--- src/mpwm_pkg.sv ---
// shared constants and types of the multichannel pwm generator
package mpwm_pkg;
  // ==========================================================
  // sizes
  localparam int NUM_CH = 6;
  localparam int DATA_W = 10;
  localparam int CNT_W = 10;
  localparam int DUTY_W = 9;
  // ==========================================================
  // command frame layout
  localparam int FR_WRITE_BIT = 15;
  localparam int FR_BANK_BIT = 14;
  localparam int FR_ADDR_HI = 13;
  localparam int FR_ADDR_LO = 10;
  localparam int FR_CH_HI = 12;
  localparam int FR_CH_LO = 10;
  localparam int FR_CH_SEL_BIT = 13;
  localparam logic [3:0] ADDR_HW_CONFIG = 4'h2;
  localparam logic [3:0] ADDR_PWM_CONFIG = 4'h7;
  // ==========================================================
  // field positions
  localparam int HW_TRIM_HI = 8;
  localparam int HW_TRIM_LO = 6;
  localparam int HW_CLK_BIT = 5;
  localparam int HW_LOAD_TYPE_SEL_3_BIT = 3;
  localparam int HW_LOAD_TYPE_SEL_2_BIT = 2;
  localparam int HW_STBY_BIT = 1;
  localparam int PC_EN_BIT = 0;
  localparam int PC_DPH_HI = 2;
  localparam int PC_DPH_LO = 1;
  localparam int PC_DCS_BIT = 3;
  localparam int CH_PRESC_HI = 1;
  localparam int CH_PRESC_LO = 0;
  localparam int CH_SYDEL_HI = 3;
  localparam int CH_SYDEL_LO = 2;
  localparam int CH_PHASE_HI = 6;
  localparam int CH_PHASE_LO = 4;
  localparam int DIAG_LOSS_BIT = 11;
  // ==========================================================
  // codes and units
  localparam logic [1:0] PRESC_NORMAL = 2'h0;
  localparam logic [1:0] PRESC_DIV1 = 2'h1;
  localparam logic [1:0] PRESC_DIV2 = 2'h2;
  localparam logic [2:0] TRIM_NEUTRAL = 3'h4;
  localparam int PHASE_SHIFT = 5;
  localparam int SYNC_SHIFT = 3;
  localparam int DEV_SHIFT = 3;
  localparam logic [CNT_W-1:0] MASK_DIV1 = 10'h0ff;
  localparam logic [CNT_W-1:0] MASK_DIV2 = 10'h1ff;
  localparam logic [CNT_W-1:0] MASK_DIV4 = 10'h3ff;
  // ==========================================================
  // timing
  localparam int SYS_CLK_HZ = 40_000_000;
  localparam int INT_OSC_HZ = 105_000;
  localparam int TRIM_STEP_PCT = 5;
  localparam int LOSS_TH_HZ = 34_000;
  localparam int INT_DIV_CYC = SYS_CLK_HZ / INT_OSC_HZ;
  localparam int TRIM_STEP_CYC = INT_DIV_CYC * TRIM_STEP_PCT / 100;
  localparam int LOSS_CYC = (SYS_CLK_HZ + LOSS_TH_HZ - 1) / LOSS_TH_HZ;
  // ==========================================================
  // types
  typedef struct packed {
    logic [2:0] trim;
    logic clk_int;
    logic load_type_sel_3;
    logic load_type_sel_2;
  } mpwm_hw_t;
  typedef struct packed {
    logic duty_source_select;
    logic [1:0] dev_phase;
    logic en;
  } mpwm_pcfg_t;
  typedef struct packed {
    logic [2:0] phase;
    logic [1:0] sydel;
    logic [1:0] presc;
  } mpwm_chcfg_t;
  typedef struct packed {
    logic [DUTY_W-1:0] duty;
    mpwm_chcfg_t cfg;
  } mpwm_shadow_t;
  localparam mpwm_hw_t HW_RESET = '{trim: TRIM_NEUTRAL, clk_int: 1'b0, load_type_sel_3: 1'b0, load_type_sel_2: 1'b0};
endpackage : mpwm_pkg

--- src/mpwm_top.sv ---
// pwm generator configuration, clocking and channel timing
//
// Contract
// [RULE_01] hardware_config bit 5 picks the external clock pin at 0 and the internal oscillator at 1.
// [RULE_02] the trim field in bits 8:6 moves the internal oscillator by one step per code, 100 untrimmed.
// [RULE_03] the host switches clock source only while automatic pwm is disabled.
// [RULE_04] diagnosis bit 11 reads one while the external clock is below the monitoring threshold.
// [RULE_05] the channel prescaler 00 is normal switching, 01/10/11 divide the pwm clock by 256/512/1024.
// [RULE_06] channel bits 3:2 delay the sense sync signal by 0, 8, 16 or 24 pwm clock periods.
// [RULE_07] channel bits 6:4 shift the channel by the code times 32 pwm clock periods.
// [RULE_08] pwm_config bit 0 enables automatic pwm generation, zero stops it.
// [RULE_09] pwm_config bits 2:1 delay all timing of this device by 0, 8, 16 or 24 pwm clock periods.
// [RULE_10] pwm_config bit 3 at zero applies channel 0's duty to all channels, at one each its own.
// [RULE_11] duty 0 is off, 1 to 255 is value/256 on, bit 8 set is fully on.
// [RULE_12] each pwm period spans 256 counts of the prescaled clock.
// [RULE_13] the clock loss bit clears after each diagnosis readout, only when it was set.
// [RULE_14] generation starts at the next pwm clock edge after the enable.
// [RULE_15] a channel is on while its shifted period position is below its duty value.
// [RULE_16] duty, prescaler and phase changes take effect at the next period start; the code applies a prescaler change to or from 00 at once.
`timescale 1ns/1ps
module mpwm_top
  import mpwm_pkg::*;
(
  input wire logic i_clock,
  input wire logic i_resetn,
  input wire logic i_cmd_valid,
  input wire logic [15:0] i_cmd_word,
  input wire logic i_diag_read,
  input wire logic i_standby,
  input wire logic i_pwm_clk_pin,
  input wire logic [NUM_CH-1:0] i_channel_switch,
  output logic o_rsp_valid,
  output logic [15:0] o_rsp_word,
  output logic [15:0] o_diag_word,
  output logic [NUM_CH-1:0] o_channel_on,
  output logic [NUM_CH-1:0] o_sense_sync
);
  // ==========================================================
  // helpers
  function automatic logic [CNT_W-1:0] period_mask(input logic [1:0] presc);
    case (presc)
      PRESC_DIV1: period_mask = MASK_DIV1;
      PRESC_DIV2: period_mask = MASK_DIV2;
      default: period_mask = MASK_DIV4;
    endcase
  endfunction : period_mask

  function automatic logic [7:0] period_count(input logic [1:0] presc, input logic [CNT_W-1:0] pos);
    case (presc)
      PRESC_DIV1: period_count = pos[7:0];
      PRESC_DIV2: period_count = pos[8:1];
      default: period_count = pos[9:2];
    endcase
  endfunction : period_count

  // ==========================================================
  // registers
  mpwm_hw_t hw_ff, nxt_hw;
  mpwm_pcfg_t pcfg_ff, nxt_pcfg;
  mpwm_chcfg_t chcfg_ff [NUM_CH];
  mpwm_chcfg_t nxt_chcfg [NUM_CH];
  logic [DUTY_W-1:0] duty_ff [NUM_CH];
  logic [DUTY_W-1:0] nxt_duty [NUM_CH];
  logic rsp_valid_ff, nxt_rsp_valid;
  logic [15:0] rsp_word_ff, nxt_rsp_word;
  logic loss_flag_ff, nxt_loss_flag;
  logic [15:0] diag_ff, nxt_diag;
  logic loss_now;
  logic wr;
  logic bank;
  logic [3:0] addr;
  logic [2:0] ch_sel;
  logic [DATA_W-1:0] wdata;

  always_comb begin
    wr = i_cmd_valid & i_cmd_word[FR_WRITE_BIT];
    bank = i_cmd_word[FR_BANK_BIT];
    addr = i_cmd_word[FR_ADDR_HI:FR_ADDR_LO];
    ch_sel = i_cmd_word[FR_CH_HI:FR_CH_LO];
    wdata = i_cmd_word[DATA_W-1:0];
    nxt_hw = hw_ff;
    nxt_pcfg = pcfg_ff;
    nxt_chcfg = chcfg_ff;
    nxt_duty = duty_ff;
    nxt_rsp_valid = i_cmd_valid;
    nxt_rsp_word = 16'h0000;
    if (bank && addr == ADDR_HW_CONFIG) begin
      if (wr) begin
        // [RULE_01] [RULE_02] clock source and trim
        nxt_hw.trim = wdata[HW_TRIM_HI:HW_TRIM_LO];
        nxt_hw.clk_int = wdata[HW_CLK_BIT];
        nxt_hw.load_type_sel_3 = wdata[HW_LOAD_TYPE_SEL_3_BIT];
        nxt_hw.load_type_sel_2 = wdata[HW_LOAD_TYPE_SEL_2_BIT];
      end
      nxt_rsp_word[HW_TRIM_HI:HW_TRIM_LO] = hw_ff.trim;
      nxt_rsp_word[HW_CLK_BIT] = hw_ff.clk_int;
      nxt_rsp_word[HW_LOAD_TYPE_SEL_3_BIT] = hw_ff.load_type_sel_3;
      nxt_rsp_word[HW_LOAD_TYPE_SEL_2_BIT] = hw_ff.load_type_sel_2;
      nxt_rsp_word[HW_STBY_BIT] = i_standby;
    end else if (bank && i_cmd_word[FR_CH_SEL_BIT] && ch_sel < 3'(NUM_CH)) begin
      if (wr) begin
        nxt_chcfg[ch_sel] = wdata[CH_PHASE_HI:CH_PRESC_LO];
      end
      nxt_rsp_word[CH_PHASE_HI:CH_PRESC_LO] = chcfg_ff[ch_sel];
    end else if (!bank && addr == ADDR_PWM_CONFIG) begin
      if (wr) begin
        // [RULE_08] [RULE_09] [RULE_10] global pwm setup
        nxt_pcfg = wdata[PC_DCS_BIT:PC_EN_BIT];
      end
      nxt_rsp_word[PC_DCS_BIT:PC_EN_BIT] = pcfg_ff;
    end else if (!bank && i_cmd_word[FR_CH_SEL_BIT] && ch_sel < 3'(NUM_CH)) begin
      if (wr) begin
        nxt_duty[ch_sel] = wdata[DUTY_W-1:0];
      end
      nxt_rsp_word[DUTY_W-1:0] = duty_ff[ch_sel];
    end
    // [RULE_04] [RULE_13] sticky loss bit, a new loss beats the readout clear
    nxt_loss_flag = loss_flag_ff;
    if (i_diag_read && loss_flag_ff) begin
      nxt_loss_flag = 1'b0;
    end
    if (loss_now) begin
      nxt_loss_flag = 1'b1;
    end
    nxt_diag = 16'h0000;
    nxt_diag[DIAG_LOSS_BIT] = nxt_loss_flag;
  end

  always_ff @(posedge i_clock) begin
    if (!i_resetn) begin
      hw_ff <= HW_RESET;
      pcfg_ff <= '0;
      chcfg_ff <= '{default: '0};
      duty_ff <= '{default: '0};
      rsp_valid_ff <= 1'b0;
      rsp_word_ff <= 16'h0000;
      loss_flag_ff <= 1'b0;
      diag_ff <= 16'h0000;
    end else begin
      hw_ff <= nxt_hw;
      pcfg_ff <= nxt_pcfg;
      chcfg_ff <= nxt_chcfg;
      duty_ff <= nxt_duty;
      rsp_valid_ff <= nxt_rsp_valid;
      rsp_word_ff <= nxt_rsp_word;
      loss_flag_ff <= nxt_loss_flag;
      diag_ff <= nxt_diag;
    end
  end

  // ==========================================================
  // pwm clock: external pin or trimmed oscillator
  logic [2:0] pin_sync_ff, nxt_pin_sync;
  logic [11:0] gap_ff, nxt_gap;
  logic [9:0] osc_ff, nxt_osc;
  logic [9:0] osc_top;
  logic ext_edge;
  logic tick;

  always_comb begin
    // stage 0 feeds stage 1 only; edges are seen between stages 1 and 2
    nxt_pin_sync = {pin_sync_ff[1:0], i_pwm_clk_pin};
    ext_edge = pin_sync_ff[1] & ~pin_sync_ff[2];
    // [RULE_02] code 100 gives the nominal divider, lower codes lengthen the period
    osc_top = 10'(INT_DIV_CYC + int'(TRIM_NEUTRAL) * TRIM_STEP_CYC)
            - 10'(hw_ff.trim) * 10'(TRIM_STEP_CYC);
    nxt_osc = (osc_ff >= osc_top - 10'h001) ? 10'h000 : osc_ff + 10'h001;
    // [RULE_01] time base select
    tick = hw_ff.clk_int ? (osc_ff == 10'h000) : ext_edge;
    // [RULE_04] gap watchdog; held off in stand-by where the bit is not valid
    nxt_gap = (ext_edge || i_standby) ? 12'h000 : gap_ff;
    loss_now = 1'b0;
    if (!ext_edge && !i_standby) begin
      if (gap_ff >= 12'(LOSS_CYC)) begin
        loss_now = 1'b1;
      end else begin
        nxt_gap = gap_ff + 12'h001;
      end
    end
  end

  always_ff @(posedge i_clock) begin
    if (!i_resetn) begin
      pin_sync_ff <= 3'h0;
      gap_ff <= 12'h000;
      osc_ff <= 10'h000;
    end else begin
      pin_sync_ff <= nxt_pin_sync;
      gap_ff <= nxt_gap;
      osc_ff <= nxt_osc;
    end
  end

  // ==========================================================
  // common period counter
  logic run_ff, nxt_run;
  logic step_ff, nxt_step;
  logic [CNT_W-1:0] cnt_ff, nxt_cnt;

  always_comb begin
    nxt_run = run_ff;
    nxt_cnt = cnt_ff;
    nxt_step = 1'b0;
    if (!pcfg_ff.en) begin
      // [RULE_08] disabled: counter parked
      nxt_run = 1'b0;
      nxt_cnt = '0;
    end else if (tick) begin
      nxt_step = 1'b1;
      // [RULE_14] first pwm clock edge after enable starts at count zero
      if (!run_ff) begin
        nxt_run = 1'b1;
      end else begin
        nxt_cnt = cnt_ff + 10'h001;
      end
    end
  end

  always_ff @(posedge i_clock) begin
    if (!i_resetn) begin
      run_ff <= 1'b0;
      step_ff <= 1'b0;
      cnt_ff <= '0;
    end else begin
      run_ff <= nxt_run;
      step_ff <= nxt_step;
      cnt_ff <= nxt_cnt;
    end
  end

  // ==========================================================
  // channels
  logic [NUM_CH-1:0] on_ff;
  logic [NUM_CH-1:0] sync_ff;

  genvar g;
  generate
    for (g = 0; g < NUM_CH; g++) begin : g_ch
      mpwm_shadow_t shd_ff, nxt_shd;
      logic act_ff, nxt_act;
      logic nxt_on;
      logic nxt_sync;
      logic [CNT_W-1:0] pos;
      logic [CNT_W-1:0] offset;
      logic [DUTY_W-1:0] duty_src;

      always_comb begin
        // [RULE_10] duty source
        duty_src = pcfg_ff.duty_source_select ? duty_ff[g] : duty_ff[0];
        // [RULE_07] [RULE_09] device and channel shift
        pos = cnt_ff - (CNT_W'(pcfg_ff.dev_phase) << DEV_SHIFT)
            - (CNT_W'(shd_ff.cfg.phase) << PHASE_SHIFT);
        // [RULE_05] [RULE_12] 256 prescaled counts per period
        offset = pos & period_mask(shd_ff.cfg.presc);
        nxt_shd = shd_ff;
        nxt_act = act_ff;
        nxt_sync = 1'b0;
        if (!run_ff) begin
          nxt_act = 1'b0;
          nxt_shd = '{duty: duty_src, cfg: chcfg_ff[g]};
        end else if (step_ff && offset == '0) begin
          // [RULE_16] settings latched at period start while running, and followed freely while stopped
          nxt_act = 1'b1;
          nxt_shd = '{duty: duty_src, cfg: chcfg_ff[g]};
        end
        // [RULE_06] sense sync delayed from period start
        // next activity, so a zero delay also pulses in the first period
        if (step_ff && nxt_act && offset == (CNT_W'(shd_ff.cfg.sydel) << SYNC_SHIFT)) begin
          nxt_sync = 1'b1;
        end
        // [RULE_15] [RULE_11] compare position against duty
        nxt_on = nxt_act & i_channel_switch[g]
               & (nxt_shd.duty[DUTY_W-1] | (period_count(shd_ff.cfg.presc, pos) < nxt_shd.duty[7:0]));
        // [RULE_05] normal mode follows the switch directly
        if (chcfg_ff[g].presc == PRESC_NORMAL) begin
          nxt_on = i_channel_switch[g];
          nxt_sync = 1'b0;
        end
      end

      always_ff @(posedge i_clock) begin
        if (!i_resetn) begin
          shd_ff <= '0;
          act_ff <= 1'b0;
          on_ff[g] <= 1'b0;
          sync_ff[g] <= 1'b0;
        end else begin
          shd_ff <= nxt_shd;
          act_ff <= nxt_act;
          on_ff[g] <= nxt_on;
          sync_ff[g] <= nxt_sync;
        end
      end
    end
  endgenerate

  assign o_rsp_valid = rsp_valid_ff;
  assign o_rsp_word = rsp_word_ff;
  assign o_diag_word = diag_ff;
  assign o_channel_on = on_ff;
  assign o_sense_sync = sync_ff;
endmodule : mpwm_top

--- config.mk ---
export PLATFORM = sky130hd
export DESIGN_NAME = mpwm_top
export DESIGN_NICKNAME = d
export VERILOG_FILES = /design/src/mpwm_pkg.sv /design/src/mpwm_top.sv
export SDC_FILE = /design/constraint.sdc
export NUM_CORES = 1
export LEC_CHECK = 0
export BUFFER_PORTS_ARGS = -buffer_cell sky130_fd_sc_hd__buf_2
export CORE_ASPECT_RATIO = 0.9
export CORE_MARGIN = 8
export CORE_UTILIZATION = 60
export CTS_CLUSTER_DIAMETER = 100
export DETAILED_ROUTE_END_ITERATION = 12
export PLACE_DENSITY_LB_ADDON = 0.25
export REMOVE_ABC_BUFFERS = 1
export SKIP_LAST_GASP = 1
export SLEW_MARGIN = 25
export SYNTH_ARGS = -nofsm -noshare
export SYNTH_HDL_FRONTEND = slang
export SYNTH_SLANG_ARGS = --single-unit
--- constraint.sdc ---
create_clock -name i_clock -period 6 [get_ports i_clock]
set_input_delay 0.3 -clock i_clock [delete_from_list [all_inputs] [get_ports i_clock]]
set_output_delay 0.3 -clock i_clock [all_outputs]
set_load 0.02 [all_outputs]
==> metrics.md <==
| Metric | Value |
|---|---|
| Synth warn | `0` |
| Syn Area/Cell | `between 8 and 9 um2` |
| Reg-to-reg startpoint | `pcfg_ff[2]` |
| Multiplexer area fraction after synthesis | `6.15%` |
| Gpl congestion | `0.975` |
| Crit end category | `flip-flop` |
| Startpoint Class | `flip-flop` |
| Endpoints failing setup | `0` |
| DR vias/cell | `a little over 6` |
| R2R setup slack | `around 560 ps` |
| Final hold vios | `0` |
| CP Max Fanout | `19` |
| Fill cells | `about 2.1k` |
| Status | `finished, final reports clean` |
| Global route overflow | `0` |
| Post-CTS setup buffer count | `0` |
| Hold Path Origin | `i_channel_switch[5]` |
| Area growth syn-to-layout | `9.30%` |
| IO Pins | `73` |
| HPWL after DPL | `31.6 mm` |
| CTS tree | `done` |
| Synth Area in Compound Gates | `between 10% and 20%` |
| Total CTS buffers | `30` |
| Reg2Reg Depth | `21` |
| Die area | `approximately 30000 um2` |
| Mapped cell area | `around 15000 um2` |
| Flops & latches, synth | `around 270` |
| Via count | `~13k` |
| Max_slew headroom | `about a third` |
| Initial antenna violation count | `1` |
| Syn Inst Count | `1811` |
| Die Width | `around 180 um` |
| Type of the tightest min-delay check | `input pin to flip-flop` |
| H-tree Lvls | `1` |
| Crit share post-route | `between 90% and 100%` |
| Wirelength, routed | `44.3 mm` |
| DRC | `0` |
| Min-Delay Path Depth | `3` |
| Leakage | `~6.5 nW` |
| Dpl cell area | `roughly 15000 um2` |
| Placed Cells | `roughly 2.1k` |
| Cell Count, Final, Fillers Out | `between 2k and 2.5k` |
| 1st-pass router iterations | `7` |
| Num rows | `between 50 and 60` |
| Global-route wire length before repair | `68.8 mm` |
| Total GRT Usage | `between 20% and 30%` |
| Post-DRT Antenna Nets | `0` |
| Fin area | `16400 um2` |
| Initial Utilization | `between 60% and 70%` |
| Die Height | `166 um` |
| CP required | `~6500 ps` |
| Largest net degree at the start of global routing | `61` |
| Final setup TNS | `0 ps` |
| Register area share after synthesis | `about 36%` |
| Tmin final | `about 5400 ps` |
| Core area | `~25000 um2` |
| Post-Synth Adder-Cell Area | `9.63%` |
| Clk sinks | `~270` |
| PortBufs | `49` |
| Largest family of logic cells by synthesized area | `simple AND/OR/NAND/NOR gates` |
| Max Cap Violations | `0` |
| Most common cell after layout, fill and taps aside | `dfxtp_1` |
| Max frequency | `~0.18 GHz` |
| Layout cells sized above 1 | `under 10%` |
| RSZ-0062 raised after global routing | `false` |
| CP startpoint | `pcfg_ff[2]` |
| Synth Area in XOR/XNOR | `3.40%` |
| Pwr Density | `~240 nW/um2` |
| Most frequent cells in the layout | `dfxtp_1, nor2_1, nand2_1` |
| Starting DRT DRC Count | `1322` |
| Final slew viol count | `0` |
| Post-synth top flop | `dfxtp_1` |
| Asr flop ratio synth | `0%` |
| Max clock buf depth | `3` |
| Post-layout nets | `1941` |
| Ant. Diodes | `0` |
| Synth Area in Simple Gates | `19.7%` |
| Worst skew pair latency | `between 500 and 600 ps` |
| Worst-margin pin slew | `approximately 1000 ps` |
| WP data arrival | `just under 6000 ps` |
| CTS clock-pin slew for the worst setup and hold paths | `60 ps` |
| Hold EP | `o_channel_on[5]` |
| Worst IR Drop VDD | `0.218 mV` |
| Clock root buffer master | `clkbuf_16` |
| Vias in the first global route | `~13k` |
| Number of synthesized flops with an enable pin | `0` |
| Setup Crit Path Kind | `flip-flop to flip-flop` |
| Final Skew | `about 22 ps` |
| Distinct cells, synth | `72` |
| Wire per inst | `around 20 um` |
| Reg2reg end | `o_channel_on[1]` |
==> critical path, stage by stage, from the launching register on <==
cell and delay (ps):
dfxtp_1 470, inv_1 80, ha_1 280, nor2b_1 170, nor3_1 200, xor2_1 170, buf_4 230, inv_1 320
fa_1 560, inv_1 80, a21oi_1 90, a311o_1 360, nand3_1 140, a31o_2 470, nand3_1 210, o21ai_1 170
ha_1 270, a211oi_1 310, nand2_1 90, or2_0 200, a311o_1 330, a211oi_2 170
==> where the power goes <==
part / switching (mW) / internal [mW]
combinational: 0.131 / 0.0602
sequential: 0.00826 / 1.79
clock: 0.774 / 1.17
total: 0.913 / 3.02
==> routing by layer <==
layer | up-vias | part of all wire (%) | track usage [%]
met4 | 2 | 6.2 | 16.0
met1 | 6301 | 42 | 37.8
met2 | 716 | 43 | 42.8
met3 | 152 | 9.7 | 4.86
met5 | - | 0.025 | 0
li1 | 6249 | - | -
==> how the worst max path moves through the flow <==
stage | to | slack [ps] | cells past startpoint
floorplan | o_channel_on[3] | 1100 | 19
global placement | o_channel_on[1] | 610 | 18
detailed placement | o_channel_on[1] | 500 | 19
CTS | o_channel_on[1] | 480 | 19
global route | o_channel_on[1] | 230 | 21
finish | o_channel_on[1] | 560 | 21
==> sequential cells by signal, indices dropped and copies added, names as in the netlist, 4 cells and up <==
| register | count |
|---|---|
| o_rsp_word | 9 |
| hw_ff | 6 |
| pcfg_ff | 4 |
| chcfg_ff | 42 |
| osc_ff | 10 |
| duty_ff | 45 |
| cnt_ff | 10 |
| g_ch.duty_src | 9 |
| o_sense_sync | 6 |
| gap_ff | 12 |
| g_ch.act_ff | 6 |
| o_channel_on | 6 |
| g_ch.shd_ff | 96 |
==> repair_timing <==
action                    in CTS  in global routing
gates resized for setup        0                  0
hold buffers                   5                  0
hold endpoints to repair       5                  0
==> per-stage QoR <==
step / power (mW) / setup WS, ps / utilization [%] / hold slack (ps)
2_1_floorplan: 1.94 / 1100 / - / 389
5_1_grt: 4.04 / 233 / 65.8 / 50.9
6_report: 3.93 / 563 / 65.8 / 12.5
3_3_place_gp: 2.01 / 615 / 61.2 / 413
4_1_cts: 3.94 / 481 / 65.7 / 4.01
3_5_place_dp: 2.02 / 504 / 61.3 / 419
==> layout make-up <==
type                       count  area [um2]  area share, %
inverter                      86         325           1.99
clock inverter                19         230           1.41
multi-input combinational   1341        8720           53.3
timing repair buffer          75         453           2.77
clock buffer                  36         835           5.10
tap                          342         428           2.62
sequential                   268        5370           32.8
==> logic make-up (layout without fill, tap and decap cells) <==
logic type	after synthesis	in the layout
mux	91	91
xor+xnor	58	58
fa+ha+maj	111	111
other cells	1	22
simple gates	652	652
compound gates	407	407
buf+inv	223	216
flops	268	268
==> cell usage after synthesis, types with 6 or more instances <==
cell type	n	share of area (%)
a21o_1	13	0.65
nand4_1	14	0.59
a211oi_1	6	0.30
nor3b_1	7	0.35
nor4_1	11	0.46
nor3_1	26	0.87
o211ai_1	7	0.35
nand3_1	59	2.0
buf_2	9	0.30
dfxtp_1	268	36
a22oi_1	58	2.9
ha_1	104	8.7
xor2_1	23	1.3
nand2b_1	20	0.84
o21ai_1	30	1.0
inv_1	86	2.2
xnor2_1	35	2.0
a21boi_0	46	2.3
mux2i_1	88	5.9
a311o_1	9	0.60
nand2_1	209	5.2
fa_1	7	0.94
clkbuf_1	92	2.3
o21ai_0	29	0.97
nor2b_1	34	1.4
nor2_1	224	5.6
a31oi_1	22	0.92
buf_4	29	1.5
and2_1	12	0.50
a221oi_1	40	2.3
a21oi_1	108	3.6
No activity file was read; power rests on OpenSTA's default activity.
